File: src/srp_pkg.sv
package srp_pkg;
	localparam int AW = 8;
	localparam int DW = 32;
	localparam int BITS = 8;
	// byte addresses of the registers
	localparam logic [AW-1:0] CTL_OFS = 8'h00;
	localparam logic [AW-1:0] STAT_OFS = 8'h04;
	localparam logic [AW-1:0] BUF_OFS = 8'h08;
	localparam logic [AW-1:0] PIRQ_OFS = 8'h0c;
	localparam logic [AW-1:0] PMASK_OFS = 8'h10;
	// serial_port_control fields
	localparam int CTL_WRITE_COLLISION_FLAG = 7;
	localparam int CTL_EN = 5;
	localparam int CTL_CKP = 4;
	localparam int CTL_MODE_LO = 0;
	localparam logic [7:0] CTL_RST = 8'h00;
	localparam logic [5:0] CTL_WMASK = 6'h3f;
	// serial_port_status fields
	localparam int STAT_SMP = 7;
	localparam int STAT_CKE = 6;
	localparam int STAT_BF = 0;
	localparam logic [1:0] STAT_RST = 2'h0;
	// peripheral_irq_flags fields
	localparam int PIRQ_PORT = 3;
	localparam logic [7:0] PIRQ_RST = 8'h00;
	localparam logic [7:0] PMASK_RST = 8'h00;
	// port modes in the low four control bits
	localparam logic [3:0] MODE_M_DIV4 = 4'h0;
	localparam logic [3:0] MODE_M_DIV16 = 4'h1;
	localparam logic [3:0] MODE_M_DIV64 = 4'h2;
	localparam logic [3:0] MODE_M_DIV128 = 4'h3;
	localparam logic [3:0] MODE_S_SEL = 4'h4;
	localparam logic [3:0] MODE_S_NOSEL = 4'h5;
	// serial clock half periods in mclk cycles
	localparam int HALF_W = 7;
	localparam logic [HALF_W-1:0] HALF_DIV4 = 7'h02;
	localparam logic [HALF_W-1:0] HALF_DIV16 = 7'h08;
	localparam logic [HALF_W-1:0] HALF_DIV64 = 7'h20;
	localparam logic [HALF_W-1:0] HALF_DIV128 = 7'h40;
	localparam logic [4:0] HALVES_PER_BYTE = 5'h10;
	localparam logic [1:0] HTRANS_NONSEQ = 2'h2;
	localparam logic HRESP_OKAY = 1'b0;
	typedef enum logic [1:0] {BUS_IDLE, BUS_WR, BUS_RD, BUS_RDY} srp_bus_st_t;
endpackage : srp_pkg

File: src/srp_sync.sv
`timescale 1ns/1ps
`default_nettype none
module srp_sync #(
	parameter int W = 1,
	parameter logic [W-1:0] INIT = '0
) (
	input wire logic mclk,
	input wire logic reset_n,
	input wire logic [W-1:0] d,
	output logic [W-1:0] q
);
	logic [W-1:0] meta_q;

	always_ff @(posedge mclk) begin
		if (!reset_n) begin
			meta_q <= INIT;
			q <= INIT;
		end else begin
			meta_q <= d;
			q <= meta_q;
		end
	end
endmodule : srp_sync
`default_nettype wire

File: src/srp_tick_div.sv
`timescale 1ns/1ps
`default_nettype none
module srp_tick_div #(
	parameter int W = 7
) (
	input wire logic mclk,
	input wire logic reset_n,
	input wire logic run,
	input wire logic [W-1:0] half_len,
	output logic tick
);
	logic [W-1:0] cnt_q;

	// one-cycle enable every half_len cycles while running
	always_ff @(posedge mclk) begin
		if (!reset_n || !run) begin
			cnt_q <= '0;
			tick <= 1'b0;
		end else if (cnt_q >= half_len - W'(1)) begin
			cnt_q <= '0;
			tick <= 1'b1;
		end else begin
			cnt_q <= cnt_q + W'(1);
			tick <= 1'b0;
		end
	end
endmodule : srp_tick_div
`default_nettype wire

File: src/srp_spi_port.sv
// Local design decision: the AHB-Lite interface to the registers.
`timescale 1ns/1ps
`default_nettype none
module srp_spi_port (
	input wire logic mclk,
	input wire logic reset_n,
	input wire logic hsel,
	input wire logic [srp_pkg::AW-1:0] haddr,
	input wire logic [1:0] htrans,
	input wire logic hwrite,
	input wire logic [2:0] hsize,
	input wire logic [srp_pkg::DW-1:0] hwdata,
	input wire logic hready,
	output logic hreadyout,
	output logic hresp,
	output logic [srp_pkg::DW-1:0] hrdata,
	output logic irq,
	input wire logic sclk_i,
	output logic sclk_o,
	output logic sclk_oe_n,
	input wire logic sdi,
	output logic sdo_o,
	output logic sdo_oe_n,
	input wire logic ss_n
);
	import srp_pkg::*;

	srp_bus_st_t bus_st_q;
	logic [AW-1:0] addr_q;
	logic acc;
	logic wr_ph;
	logic rd_ph;
	logic [DW-1:0] rd_mux;

	logic [7:0] ctl_q;
	logic [1:0] stat_q;
	logic bf_q;
	logic [7:0] pirq_q;
	logic [7:0] pmask_q;
	logic [BITS-1:0] sr_q;
	logic [BITS-1:0] rxbuf_q;
	logic out_q;
	logic [3:0] bit_cnt_q;

	logic run_q;
	logic sclk_q;
	logic [4:0] half_q;
	logic tick;
	logic [HALF_W-1:0] half_len;

	logic sclk_s;
	logic sclk_d_q;
	logic sdi_s;
	logic ss_n_s;

	logic en;
	logic ckp;
	logic cke;
	logic [3:0] mode;
	logic master;
	logic sel_used;
	logic deselected;
	logic ev_lead;
	logic ev_trail;
	logic ev_sample;
	logic ev_launch;
	logic ev_edge_sample;
	logic samp_q;
	logic byte_done;
	logic busy;
	logic buf_wr;
	logic buf_rd;
	logic write_collision_flag_set;

	assign en = ctl_q[CTL_EN];
	assign ckp = ctl_q[CTL_CKP];
	assign mode = ctl_q[CTL_MODE_LO +: 4];
	assign cke = stat_q[STAT_CKE - 6];
	assign master = (mode[3:2] == 2'b00);
	assign sel_used = (mode == MODE_S_SEL);
	assign deselected = !master && sel_used && ss_n_s;

	// pins from outside the mclk domain
	srp_sync #(.W(3), .INIT(3'b100)) u_sync (
		.mclk(mclk),
		.reset_n(reset_n),
		.d({ss_n, sdi, sclk_i}),
		.q({ss_n_s, sdi_s, sclk_s})
	);

	// ---------------- AHB-Lite slave ----------------
	assign acc = hsel && htrans[1] && hready;
	assign wr_ph = (bus_st_q == BUS_WR);
	assign rd_ph = (bus_st_q == BUS_RD);
	assign hreadyout = (bus_st_q != BUS_RD);
	assign hresp = HRESP_OKAY;

	always_ff @(posedge mclk) begin
		if (!reset_n) begin
			bus_st_q <= BUS_IDLE;
			addr_q <= '0;
		end else begin
			unique case (bus_st_q)
				BUS_RD: bus_st_q <= BUS_RDY;
				BUS_IDLE, BUS_WR, BUS_RDY: begin
					if (acc) begin
						bus_st_q <= hwrite ? BUS_WR : BUS_RD;
						addr_q <= haddr;
					end else begin
						bus_st_q <= BUS_IDLE;
					end
				end
			endcase
		end
	end

	always_comb begin
		rd_mux = '0;
		unique case (addr_q)
			CTL_OFS: rd_mux[7:0] = ctl_q;
			STAT_OFS: rd_mux[7:0] = {stat_q, 5'h00, bf_q};
			BUF_OFS: rd_mux[7:0] = rxbuf_q;
			PIRQ_OFS: rd_mux[7:0] = pirq_q;
			PMASK_OFS: rd_mux[7:0] = pmask_q;
			default: rd_mux = '0;
		endcase
	end

	always_ff @(posedge mclk) begin
		if (!reset_n) begin
			hrdata <= '0;
		end else if (rd_ph) begin
			hrdata <= rd_mux;
		end
	end

	assign buf_wr = wr_ph && (addr_q == BUF_OFS);
	assign buf_rd = rd_ph && (addr_q == BUF_OFS);

	// ---------------- configuration ----------------
	assign busy = master ? (run_q || samp_q) : (bit_cnt_q != 4'h0);
	assign write_collision_flag_set = buf_wr && busy;

	always_ff @(posedge mclk) begin
		if (!reset_n) begin
			ctl_q <= CTL_RST;
		end else begin
			if (wr_ph && addr_q == CTL_OFS) begin
				ctl_q[5:0] <= hwdata[5:0] & CTL_WMASK;
			end
			// software clears by writing zero; a new collision wins
			if (write_collision_flag_set) begin
				ctl_q[CTL_WRITE_COLLISION_FLAG] <= 1'b1;
			end else if (wr_ph && addr_q == CTL_OFS && !hwdata[CTL_WRITE_COLLISION_FLAG]) begin
				ctl_q[CTL_WRITE_COLLISION_FLAG] <= 1'b0;
			end
			ctl_q[6] <= 1'b0;
		end
	end

	always_ff @(posedge mclk) begin
		if (!reset_n) begin
			stat_q <= STAT_RST;
		end else if (wr_ph && addr_q == STAT_OFS) begin
			stat_q <= hwdata[STAT_SMP:STAT_CKE];
		end
	end

	always_ff @(posedge mclk) begin
		if (!reset_n) begin
			pmask_q <= PMASK_RST;
		end else if (wr_ph && addr_q == PMASK_OFS) begin
			pmask_q <= hwdata[7:0];
		end
	end

	// ---------------- master clock generator ----------------
	always_comb begin
		unique case (mode[1:0])
			2'b00: half_len = HALF_DIV4;
			2'b01: half_len = HALF_DIV16;
			2'b10: half_len = HALF_DIV64;
			2'b11: half_len = HALF_DIV128;
		endcase
	end

	srp_tick_div #(.W(HALF_W)) u_div (
		.mclk(mclk),
		.reset_n(reset_n),
		.run(run_q && master),
		.half_len(half_len),
		.tick(tick)
	);

	always_ff @(posedge mclk) begin
		if (!reset_n) begin
			run_q <= 1'b0;
			half_q <= '0;
		end else if (!en || !master) begin
			run_q <= 1'b0;
			half_q <= '0;
		end else if (buf_wr && !busy) begin
			run_q <= 1'b1;
			half_q <= '0;
		end else if (run_q && tick) begin
			// sixteen half periods give eight whole pulses
			if (half_q == HALVES_PER_BYTE - 5'h01) begin
				run_q <= 1'b0;
				half_q <= '0;
			end else begin
				half_q <= half_q + 5'h01;
			end
		end
	end

	always_ff @(posedge mclk) begin
		if (!reset_n) begin
			sclk_q <= 1'b0;
		end else if (!run_q) begin
			sclk_q <= ckp;
		end else if (tick) begin
			sclk_q <= ~sclk_q;
		end
	end

	// ---------------- edge events ----------------
	always_ff @(posedge mclk) begin
		if (!reset_n) begin
			sclk_d_q <= 1'b0;
		end else begin
			sclk_d_q <= sclk_s;
		end
	end

	always_comb begin
		ev_lead = 1'b0;
		ev_trail = 1'b0;
		if (en && master) begin
			ev_lead = run_q && tick && (sclk_q == ckp);
			ev_trail = run_q && tick && (sclk_q != ckp);
		end else if (en && !deselected) begin
			// slave follows the partner's clock
			ev_lead = (sclk_s != sclk_d_q) && (sclk_s != ckp);
			ev_trail = (sclk_s != sclk_d_q) && (sclk_s == ckp);
		end
	end

	// clock edge select: sample on one edge, launch on the other
	assign ev_edge_sample = cke ? ev_lead : ev_trail;
	assign ev_sample = master ? samp_q : ev_edge_sample;
	assign ev_launch = cke ? ev_trail : ev_lead;

	// master samples a cycle after its own edge, once synchronised data has caught up
	always_ff @(posedge mclk) begin
		if (!reset_n) begin
			samp_q <= 1'b0;
		end else begin
			samp_q <= master && ev_edge_sample;
		end
	end
	assign byte_done = ev_sample && (bit_cnt_q == 4'(BITS - 1));

	// ---------------- shift engine ----------------
	always_ff @(posedge mclk) begin
		if (!reset_n) begin
			sr_q <= '0;
		end else if (buf_wr && !busy) begin
			sr_q <= hwdata[BITS-1:0];
		end else if (ev_sample) begin
			sr_q <= {sr_q[BITS-2:0], sdi_s};
		end
	end

	always_ff @(posedge mclk) begin
		if (!reset_n) begin
			out_q <= 1'b0;
		end else if (buf_wr && !busy) begin
			out_q <= hwdata[BITS-1];
		end else if (ev_launch) begin
			out_q <= sr_q[BITS-1];
		end
	end

	always_ff @(posedge mclk) begin
		if (!reset_n) begin
			bit_cnt_q <= '0;
		end else if (!en || deselected) begin
			bit_cnt_q <= '0;
		end else if (byte_done) begin
			bit_cnt_q <= '0;
		end else if (ev_sample) begin
			bit_cnt_q <= bit_cnt_q + 4'h1;
		end
	end

	// separate receive buffer
	always_ff @(posedge mclk) begin
		if (!reset_n) begin
			rxbuf_q <= '0;
		end else if (byte_done) begin
			rxbuf_q <= {sr_q[BITS-2:0], sdi_s};
		end
	end

	always_ff @(posedge mclk) begin
		if (!reset_n) begin
			bf_q <= 1'b0;
		end else if (byte_done) begin
			bf_q <= 1'b1;
		end else if (buf_rd) begin
			bf_q <= 1'b0;
		end
	end

	// ---------------- interrupts ----------------
	always_ff @(posedge mclk) begin
		if (!reset_n) begin
			pirq_q <= PIRQ_RST;
		end else begin
			if (rd_ph && addr_q == PIRQ_OFS) begin
				pirq_q <= PIRQ_RST;
			end
			if (byte_done) begin
				pirq_q[PIRQ_PORT] <= 1'b1;
			end
		end
	end

	always_ff @(posedge mclk) begin
		if (!reset_n) begin
			irq <= 1'b0;
		end else begin
			irq <= |(pirq_q & pmask_q);
		end
	end

	// ---------------- pins ----------------
	assign sclk_o = sclk_q;
	assign sclk_oe_n = !(en && master);
	assign sdo_o = out_q;
	assign sdo_oe_n = !en || deselected;
endmodule : srp_spi_port
`default_nettype wire

File: config.mk
export PLATFORM = sky130hd
export DESIGN_NAME = srp_spi_port
export DESIGN_NICKNAME = d
export VERILOG_FILES = /design/src/srp_pkg.sv /design/src/srp_sync.sv /design/src/srp_tick_div.sv /design/src/srp_spi_port.sv
export SDC_FILE = /design/constraint.sdc
export NUM_CORES = 1
export LEC_CHECK = 0
export ABC_AREA = 1
export BUFFER_PORTS_ARGS = -buffer_cell sky130_fd_sc_hd__buf_2
export CORE_ASPECT_RATIO = 1.2
export CORE_MARGIN = 1
export CORE_UTILIZATION = 49
export DETAILED_ROUTE_END_ITERATION = 10
export PLACE_DENSITY_LB_ADDON = 0.25
export SLEW_MARGIN = 20
export SYNTH_ARGS = -nofsm -noshare
export SYNTH_HDL_FRONTEND = slang
export SYNTH_SLANG_ARGS = --single-unit
File: constraint.sdc
create_clock -name mclk -period 1.74 [get_ports mclk]
set_input_delay 0 -clock mclk [delete_from_list [all_inputs] [get_ports mclk]]
set_output_delay 0 -clock mclk [all_outputs]
set_load 0.03 [all_outputs]
# Word-level counts from Yosys, hierarchy flattened
# Cells that the tools add are included.
[totals] ff_bits=83 inputBits=53 out_inout_bits=39 elab_cells=137
[op_classes] add_sub_neg=4 order_cmp=1 eq_ne=20 muxes=30 bitwise=3 reduce_logical=55
[op_table] op="8-bit one-hot mux with 5 select lines" count=1
[op_table] op="7-bit one-hot mux with 4 select lines" count=1
[op_table] op="1-bit logical AND" count=23
[op_table] op="1-bit 2-to-1 mux" count=21
[op_table] op="8-bit by 4-bit equality test with 1-bit output (second input constant)" count=2
[op_table] op="8-bit 2-to-1 mux" count=2
[op_table] op="2-bit nonzero test" count=7
[op_table] op="3-bit OR reduction" count=3
[op_table] op="4-bit by 8-bit AND with 8-bit output" count=1
[op_table] op="2-bit equality test (second input constant)" count=4
[op_table] op="4-bit by 3-bit equality test with 1-bit output (second input constant)" count=2
[op_table] op="8-bit by 3-bit equality test with 1-bit output (second input constant)" count=1
[op_table] op="8-bit by 5-bit equality test with 1-bit output (second input constant)" count=1
[op_table] op="1-bit logical NOT" count=8
[op_table] op="8-bit logical NOT" count=1
[op_table] op="8-bit OR reduction" count=1
[op_table] op="7-bit by 1-bit adder with 7-bit output (second input constant)" count=1
[op_table] op="7-bit greater-or-equal comparator" count=1
[op_table] op="7-bit by 1-bit subtractor with 7-bit output (second input constant)" count=1
[op_table] op="2-bit logical NOT" count=3
[op_table] op="5-bit by 1-bit adder with 5-bit output (second input constant)" count=1
[op_table] op="5-bit by 4-bit equality test with 1-bit output (second input constant)" count=1
[op_table] op="5-bit 2-to-1 mux" count=1
[op_table] op="4-bit by 1-bit adder with 4-bit output (second input constant)" count=1
[op_table] op="other kinds (13)" count=24

# Longest topological paths before layout
# Gate-level depths: netlist (run 1).
[logic_depth] ltp_word=12 mapped_depth=14 mapped_depth_nobuf=13

# Modules after synthesis
# From an unflattened synthesis (run 1), not the netlist that was laid out.
[hier_totals] cells_unflattened=587 hier_area_um2=4215.3
[modules_own_cells] mod="srp_spi_port" instances=1 cells_each=486 area_each_um2=3440.8 seq_area_each_um2=1361.3
[modules_own_cells] mod="srp_tick_div" instances=1 cells_each=83 area_each_um2=609.3 seq_area_each_um2=160.2
[modules_own_cells] mod="srp_sync" instances=1 cells_each=18 area_each_um2=165.2 seq_area_each_um2=120.1

# Worst setup path before layout (run 1)
# Ideal clock, no wire load.
[synth_timing] path_type="register to register" from="reg ctl_q[0]" to="reg u_div.cnt_q[2]" setup_ns=0.081 arrival_ns=1.622 t_required_ns=1.659 path_slack_ns=0.037 stages_incl_launch_ff=11 n_path_buf=0 synth_period_minus_slack_ns=1.703 cell_sequence="dfxtp_1 inv_1 nand2_1 ha_1 inv_1 ha_1 a21oi_1 o21ai_0 a21oi_1 nand4_1 nor3_1"
[synth_via] elab_chain_len=5
[synth_lines] element="from (decl)" line_no="srp_spi_port.sv:35" source="logic [7:0] ctl_q;"
[synth_lines] element="from (signal assigned)" line_no="srp_spi_port.sv:149" source="ctl_q[5:0] <= hwdata[5:0] & CTL_WMASK;"
[synth_lines] element="2-bit equality test, or another cell as far along" line_no="srp_spi_port.sv:179" source="unique case (mode[1:0])"
[synth_lines] element="7-bit one-hot mux with 4 select lines (*)" line_no="srp_spi_port.sv:179"
[synth_lines] element="7-bit by 1-bit subtractor with 7-bit output (*)" line_no="srp_tick_div.sv:19" source="end else if (cnt_q >= half_len - W'(1)) begin"
[synth_lines] element="7-bit greater-or-equal comparator (*)" line_no="srp_tick_div.sv:19"
[synth_lines] element="2-bit OR reduction (no source line) (*)"
[synth_lines] element="to (signal assigned)" line_no="srp_tick_div.sv:23" source="cnt_q <= cnt_q + W'(1);"
[synth_lines] element="to (decl)" line_no="srp_tick_div.sv:12" source="logic [W-1:0] cnt_q;"
# Every way passes the cells marked *; elsewhere a longest branch is shown, timed or not. The select of a mux whose other input is x is not followed.
# A chain may end at the register's enable or synchronous reset.

# Worst setup path in the final report (run 1)
# Ends and elaborated chain as after synthesis.

==> run_results.csv, run 1 <==
group,metric,value,unit
clock_tree,htree_levels,3,
min_path,hp-class,"in -> reg",
synthesis,ys_seq_area_share,41.3,%
cells_and_area,layout.nets,701,
drt,first_pass_iters,9,
timing,finalCriticalPeriod,1.70,ns
worst_setup_path,arrival,1.99,ns
timing,worst_pin_slew,0.531,ns
worst_setup_path,ff2ff_path_depth,11,
timing,slew_headroom,64.4,%
worst_setup_path,cp.required,2.03,ns
die,die-area,8470,sq um
timing,rsz0062_at_grt,"true",
worst_setup_path,cp-start-kind,"flop",
clock_tree,cts_tree,"yes",
worst_setup_path,r2r_start,"ctl_q[0]$_SDFFE_PN0P_",
min_path,hold-path-cell-count,5,
drt,vias,3690,
timing,clock.fmax,0.590,GHz
timing,tns,0,ns
worst_setup_path,path_delay_family,"buffers and inverters",
die,row_count,35,
timing,setup_viol_count_final,0,
clock_tree,root_buffer,"clkbuf_8",
power_and_ir_drop,power_density,744,nW/um^2
cells_and_area,utilization,64.8,%
worst_setup_path,cpPeakStageDelay,0.37,ns
synthesis,ys_types,32,
worst_setup_path,slowest_stage,"dfxtp_4",
clock_tree,clk_pin_slew_worst_paths,0.09,ns
power_and_ir_drop,peakVddDrop,0.491,mV
grt,grtUsageTotal,22.7,%
cells_and_area,nFillCells,657,
clock_tree,cts_buffer_depth,2,
synthesis,yosysWarnings,0,
grt,grt_max_degree,43,
synthesis,synth-seq-cells,82,
worst_setup_path,ff2ff_setup_slack,0.04,ns
min_path,hold_end,"bus_st_q[1]$_SDFF_PN0_",
clock_tree,cts.sinks,82,
drt,wirelength,9410,microns
worst_setup_path,worstPathBufferInverterCount,4,
worst_setup_path,worstSetupPathType,"reg -> reg",
clock_tree,cts_buffers,9,
timing,final-hold-violation-count,0,
timing,slew_violations,0,
worst_setup_path,critical_path.max_fanout,7,
drt,drc,8,
grt,grt_overflow,0,
synthesis,netlist_area,3970,sq um
synthesis,synth_cells,555,
cells_and_area,drive_gt1_share,22.6,%
drt,via_per_inst,5.03,
die,fp.dieW,84.2,microns
die,initial_utilization,51.2,%
drt,detail_route.wl_per_cell,12.8,microns
place,dpl.hpwl,6460,microns
place,placement.io_buffers,38,
run_status,violations,"DRC",
cells_and_area,area_growth,26.4,%
worst_setup_path,cp-end-kind,"flop",
drt,postRouteAntennaNets,0,
grt,grt_pass1_vias,3409,
grt,grt_pass1_wl,15100,microns
timing,period_share,97.4,%
power_and_ir_drop,cellLeakagePower,2.12,nW
die,io_pins,92,
worst_setup_path,path_cells,"inv_4 > nand2_4 > buf_6 > inv_2 > ha_4 > a21oi_2 > nand2_1 > a21oi_2 > nand4_1 > buf_6 > nor3_4",
worst_setup_path,reg2reg_to,"u_div.cnt_q[2]$_SDFF_PP0_",
drt,drt_iter0_drc,188,
run_status,status,"finished with violations",
min_path,hp-start,"hready",
timing,clock_skew,0.0154,ns
cells_and_area,antenna_cells,0,
run,max_cap_viol_count,0,
clock_tree,clock_latency,0.36,ns
power_and_ir_drop,finalPower,0.00374,W
synthesis,synth_area_per_cell,7.16,sq um
place,gp_congestion,0.809,
die,core,7750,sq um
die,die_h,101,microns
grt,antenna_found_initial,0,
cell usage in the layout (no fill, tap or decap), types with 3 or more instances in the layout:
master | Yosys | layout
nand2_1 | 122 | 116
dfxtp_1 | 82 | 73
nor2_1 | 71 | 70
inv_1 | 61 | 55
a21oi_1 | 53 | 45
buf_2 | 4 | 38
nand3_1 | 31 | 28
conb_1 | 2 | 26
buf_4 | 27 | 23
dlygate4sd3_1 | 0 | 22
o21ai_0 | 23 | 21
clkbuf_8 | 0 | 9
a21oi_2 | 0 | 8
a211oi_1 | 8 | 8
dfxtp_2 | 0 | 8
inv_2 | 2 | 6
xor2_1 | 6 | 6
nor2_4 | 2 | 5
nand4_1 | 5 | 5
nor3_1 | 7 | 5
ha_1 | 11 | 5
ha_4 | 0 | 5
buf_6 | 1 | 5
nand2_4 | 0 | 4
nand2_2 | 2 | 4
nand3_4 | 1 | 4
clkinv_1 | 3 | 3
nand3_2 | 3 | 3
or2_2 | 3 | 3
xnor2_1 | 3 | 3
inv_6 | 0 | 3
metal layers:
metal  up-vias  track usage (%)  routed length [microns]
met5         -                0                        0
met4         0             11.3                      231
met3        22             3.19                      360
met2       102             41.6                     4840
met1      1685             25.8                     3990
li1       1881                -                        -
how the worst max path moves through the flow:
stage,slack [ns],from,depth (start not counted),to
after global placement,-0.11,ctl_q[0]$_SDFFE_PN0P_,10,u_div.cnt_q[2]$_SDFF_PP0_
after global routing,-0.03,ctl_q[1]$_SDFFE_PN0P_,11,u_div.cnt_q[2]$_SDFF_PP0_
after detailed placement,-0.23,ctl_q[0]$_SDFFE_PN0P_,10,u_div.cnt_q[2]$_SDFF_PP0_
after floorplan,0.04,ctl_q[0]$_SDFFE_PN0P_,10,u_div.cnt_q[2]$_SDFF_PP0_
after CTS,-0.04,ctl_q[1]$_SDFFE_PN0P_,10,u_div.cnt_q[2]$_SDFF_PP0_
final,0.04,ctl_q[0]$_SDFFE_PN0P_,11,u_div.cnt_q[2]$_SDFF_PP0_
area by class of cell:
cell class	instances	area (sq um)	area share [%]
inverter	66	253	5.03
tap	92	115	2.29
timing repair buffer	90	684	13.6
sequential	82	1660	33.0
clock inverter	7	73.8	1.47
multi-input combinational	388	2110	42.1
clock buffer	9	124	2.47
cells by family after synthesis:
group,count (synthesis),synth area share (%)
AND/OR/NAND/NOR,252,27.4
buffers and inverters,109,13.2
AO/OA/AOI/OAI,90,12.4
flip-flops,82,41.3
adder cells (fa/ha/maj),11,3.47
XOR/XNOR,9,1.98
other,2,0.189
flip-flops by register name (all words and copies together), names as in the netlist, 3 cells and up:
register and cells:
half_q 5, sr_q 8, bit_cnt_q 4, pmask_q 8, u_div.cnt_q 7, rxbuf_q 8, u_sync.q 3, u_sync.meta_q 3
hrdata 8, addr_q 8, ctl_q 7
worst register-to-register path: stages (launching register included):
cell	delay [ns]
dfxtp_4	0.37
inv_4	0.06
nand2_4	0.05
buf_6	0.12
inv_2	0.09
ha_4	0.21
a21oi_2	0.13
nand2_1	0.07
a21oi_2	0.14
nand4_1	0.11
buf_6	0.17
nor3_4	0.10
stage by stage:
stage               hold WS (ns)  std cells  setup slack [ns]  instance area (sq um)
detailed placement         0.187        689            -0.228                   4280
CTS                       0.0308        731           -0.0373                   4780
floorplan                 0.0976        579            0.0367                   4060
finish                    0.0538        734            0.0445                   5020
global placement           0.179        689            -0.109                   4280
global route              0.0783        734           -0.0343                   5020
Yosys cell counts:
master,instances,area [sq um]
xnor2_1,3,26.3
inv_2,2,7.51
nor2_4,2,22.5
nand2_2,2,12.5
clkbuf_1,11,41.3
o21ai_0,23,115
nor3b_1,1,7.51
o211ai_1,2,15.0
nor2_1,71,267
buf_4,27,203
nand3_2,3,30.0
nor3_4,1,16.3
ha_1,11,138
conb_1,2,7.51
a21oi_1,53,265
dfxtp_1,82,1640
nand3_1,31,155
clkinv_1,3,11.3
or2_2,3,18.8
nor2_2,3,18.8
xor2_1,6,52.6
a211oi_1,8,60.1
buf_6,1,11.3
o2111ai_1,2,17.5
inv_1,61,229
buf_2,4,20.0
nand4_1,5,31.3
a21boi_0,1,7.51
o211ai_2,1,12.5
nor3_1,7,35.0
nand3_4,1,17.5
nand2_1,122,458
timing repair:
action,in CTS,in global routing
hold buffers,22,0
setup buffers,4,2
cloned,0,1
endpoints found under the hold margin,34,0
gates resized for setup,17,49
endpoints found under the setup margin,29,32
pin swaps,7,18
power by group:
part | switching, W | internal, W
Clock | 0.000754 | 0.000674
Sequential | 0.0000178 | 0.00190
Combinational | 0.000257 | 0.000133
Total | 0.00103 | 0.00271
Power figures use the tool's default switching activity.
==> inputs of run 2 (changes only) <==
Settings changed: CORE_UTILIZATION 49 to 50.
Clock period 1.74 ns to 2.19 ns, I/O delays scaled along.
==> run 2 against run 1 <==
  * The flow now finishes without violations
  * Critical path depth grew 1
  * Clock power shrank 21%
  * Die area shrank 2.0%
  * Sequential share of layout area grew 2.7 points
  * Total power shrank 22%
  * Register-to-register slack gained 0.17 ns
  * Critical endpoint is now rxbuf_q[4]$_SDFFE_PN0P_
  * Largest cell class unchanged
  * Largest power group unchanged
  * Highest routed layer unchanged
==> run_results.csv, run 2 (synthesis gave the netlist of run 1 again) <==
group,metric,value,unit
run_status,status,"finished clean",
place,placement.io_buffers,38,
worst_setup_path,critical_path.max_fanout,16,
run,max_cap_viol_count,0,
clock_tree,cts.sinks,82,
die,die-area,8300,sq um
min_path,hp-start,"hready",
clock_tree,clock_latency,0.37,ns
timing,finalCriticalPeriod,1.98,ns
drt,drc,0,
grt,grt_pass1_wl,14200,microns
drt,postRouteAntennaNets,0,
drt,drt_iter0_drc,173,
worst_setup_path,worstSetupPathType,"reg -> reg",
place,preCtsSetupSlack,0.0794,ns
die,row_count,35,
clock_tree,clk_pin_slew_worst_paths,0.09,ns
worst_setup_path,r2r_start,"ctl_q[1]$_SDFFE_PN0P_",
drt,wirelength,8380,microns
die,fp.dieW,83.4,microns
cells_and_area,stdcell_area,4600,sq um
cells_and_area,drive_gt1_share,13.6,%
timing,clock.fmax,0.506,GHz
cells_and_area,antenna_cells,0,
clock_tree,htree_levels,3,
die,core,7710,sq um
drt,detail_route.wl_per_cell,11.7,microns
timing,period_share,90.3,%
clock_tree,cts_buffers,9,
power_and_ir_drop,power_density,636,nW/um^2
timing,fin_ws,0.212,ns
place,dpl.hpwl,6090,microns
clock_tree,cts_tree,"yes",
grt,grt_pass1_vias,3140,
power_and_ir_drop,cellLeakagePower,1.98,nW
power_and_ir_drop,peakVddDrop,0.361,mV
drt,vias,3512,
cells_and_area,layout_commonest_cell,"nand2_1",
power_and_ir_drop,finalPower,0.00293,W
timing,rsz0062_at_grt,"false",
clock_tree,root_buffer,"clkbuf_8",
grt,grtUsageTotal,21.5,%
worst_setup_path,startpoint,"ctl_q[1]$_SDFFE_PN0P_",
timing,slew_violations,0,
grt,antenna_found_initial,0,
place,gp_congestion,0.826,
worst_setup_path,cp.required,2.46,ns
timing,tns,0,ns
timing,clock_skew,0.0173,ns
die,die_h,99.6,microns
cells_and_area,layout.nets,683,
clock_tree,cts_buffer_depth,2,
worst_setup_path,arrival,2.25,ns
worst_setup_path,cp-start-kind,"flop",
min_path,hp-class,"in -> reg",
grt,grt_max_degree,43,
cells_and_area,layout_common_cells,"122 x nand2_1, 82 x dfxtp_1, 71 x nor2_1",
cells_and_area,area_growth,15.9,%
timing,final-hold-violation-count,0,
timing,setup_viol_count_final,0,
drt,first_pass_iters,4,
grt,grt_overflow,0,
die,initial_utilization,51.5,%
die,io_pins,92,
worst_setup_path,cp-end-kind,"flop",
place,dpl-instance-area,4170,sq um
drt,via_per_inst,4.91,
[run 2: changes by cell type in the layout (fill, tap and decap cells not counted), moves of 7 or more]
| cell | before | now |
|---|---|---|
| buf_4 | 23 | 12 |
| a21oi_2 | 8 | 1 |
| dfxtp_2 | 8 | 0 |
| dfxtp_1 | 73 | 82 |
| a21oi_1 | 45 | 52 |
[run 2: cell type report]
class | count | area [sq um]
Fill cell | 753 | 3100
Multi-Input combinational cell | 388 | 1900
Sequential cell | 82 | 1640
Timing Repair Buffer | 72 | 500
Inverter | 66 | 248
Clock buffer | 9 | 124
Tap cell | 92 | 115
Clock inverter | 7 | 73.8
[run 2: path summary, 6_finish.rpt]
check	end	slack, ns	cells after the start
max reg2reg	rxbuf_q[4]$_SDFFE_PN0P_	0.21	12
min	bus_st_q[1]$_SDFF_PN0_	0.02	5
min reg2reg	u_sync.q[0]$_SDFF_PN0_	0.42	2
max	rxbuf_q[4]$_SDFFE_PN0P_	0.21	12
[run 2: metal layers]
metal / GRT usage, % / share of wire [%] / up-vias
met2: 36.8 / 48 / 70
met4: 10.6 / 2.0 / 0
met1: 26.3 / 46 / 1588
met5: 0 / 0 / -
met3: 3.24 / 3.9 / 12
li1: - / - / 1842
[run 2: through the flow]
step | hold slack [ns] | instances | utilization, %
floorplan | 0.0976 | 579 | -
global placement | 0.181 | 677 | 54.2
detailed placement | 0.189 | 677 | 54.2
CTS | 0.0193 | 715 | 59.6
global route | 0.0529 | 716 | 59.7
finish | 0.0243 | 716 | 59.7
[run 2: power by group]
part | total, W | switching, W | internal [W]
clock network | 0.00113 | 0.000598 | 0.000535
logic | 0.000270 | 0.000185 | 0.0000852
registers | 0.00152 | 0.0000119 | 0.00151
[run 2: worst max-delay path, cell delays in order, from the launching register on]
cell and delay, ns:
dfxtp_1 0.36, inv_1 0.08, nand2_1 0.14, nor2_1 0.09, nor2_2 0.23, nand2_1 0.13, nand3_2 0.11, nand3_4 0.12
nand2_1 0.18, buf_4 0.24, nand3_1 0.09, nand2_1 0.07, nor2_1 0.05
[run 2: timing repair]
action | in CTS | in global routing
resized for setup | 0 | 1
hold buffers | 22 | 0
endpoints found under the hold margin | 35 | 0
buffers inserted | 0 | 1
setup endpoints to repair | 0 | 7
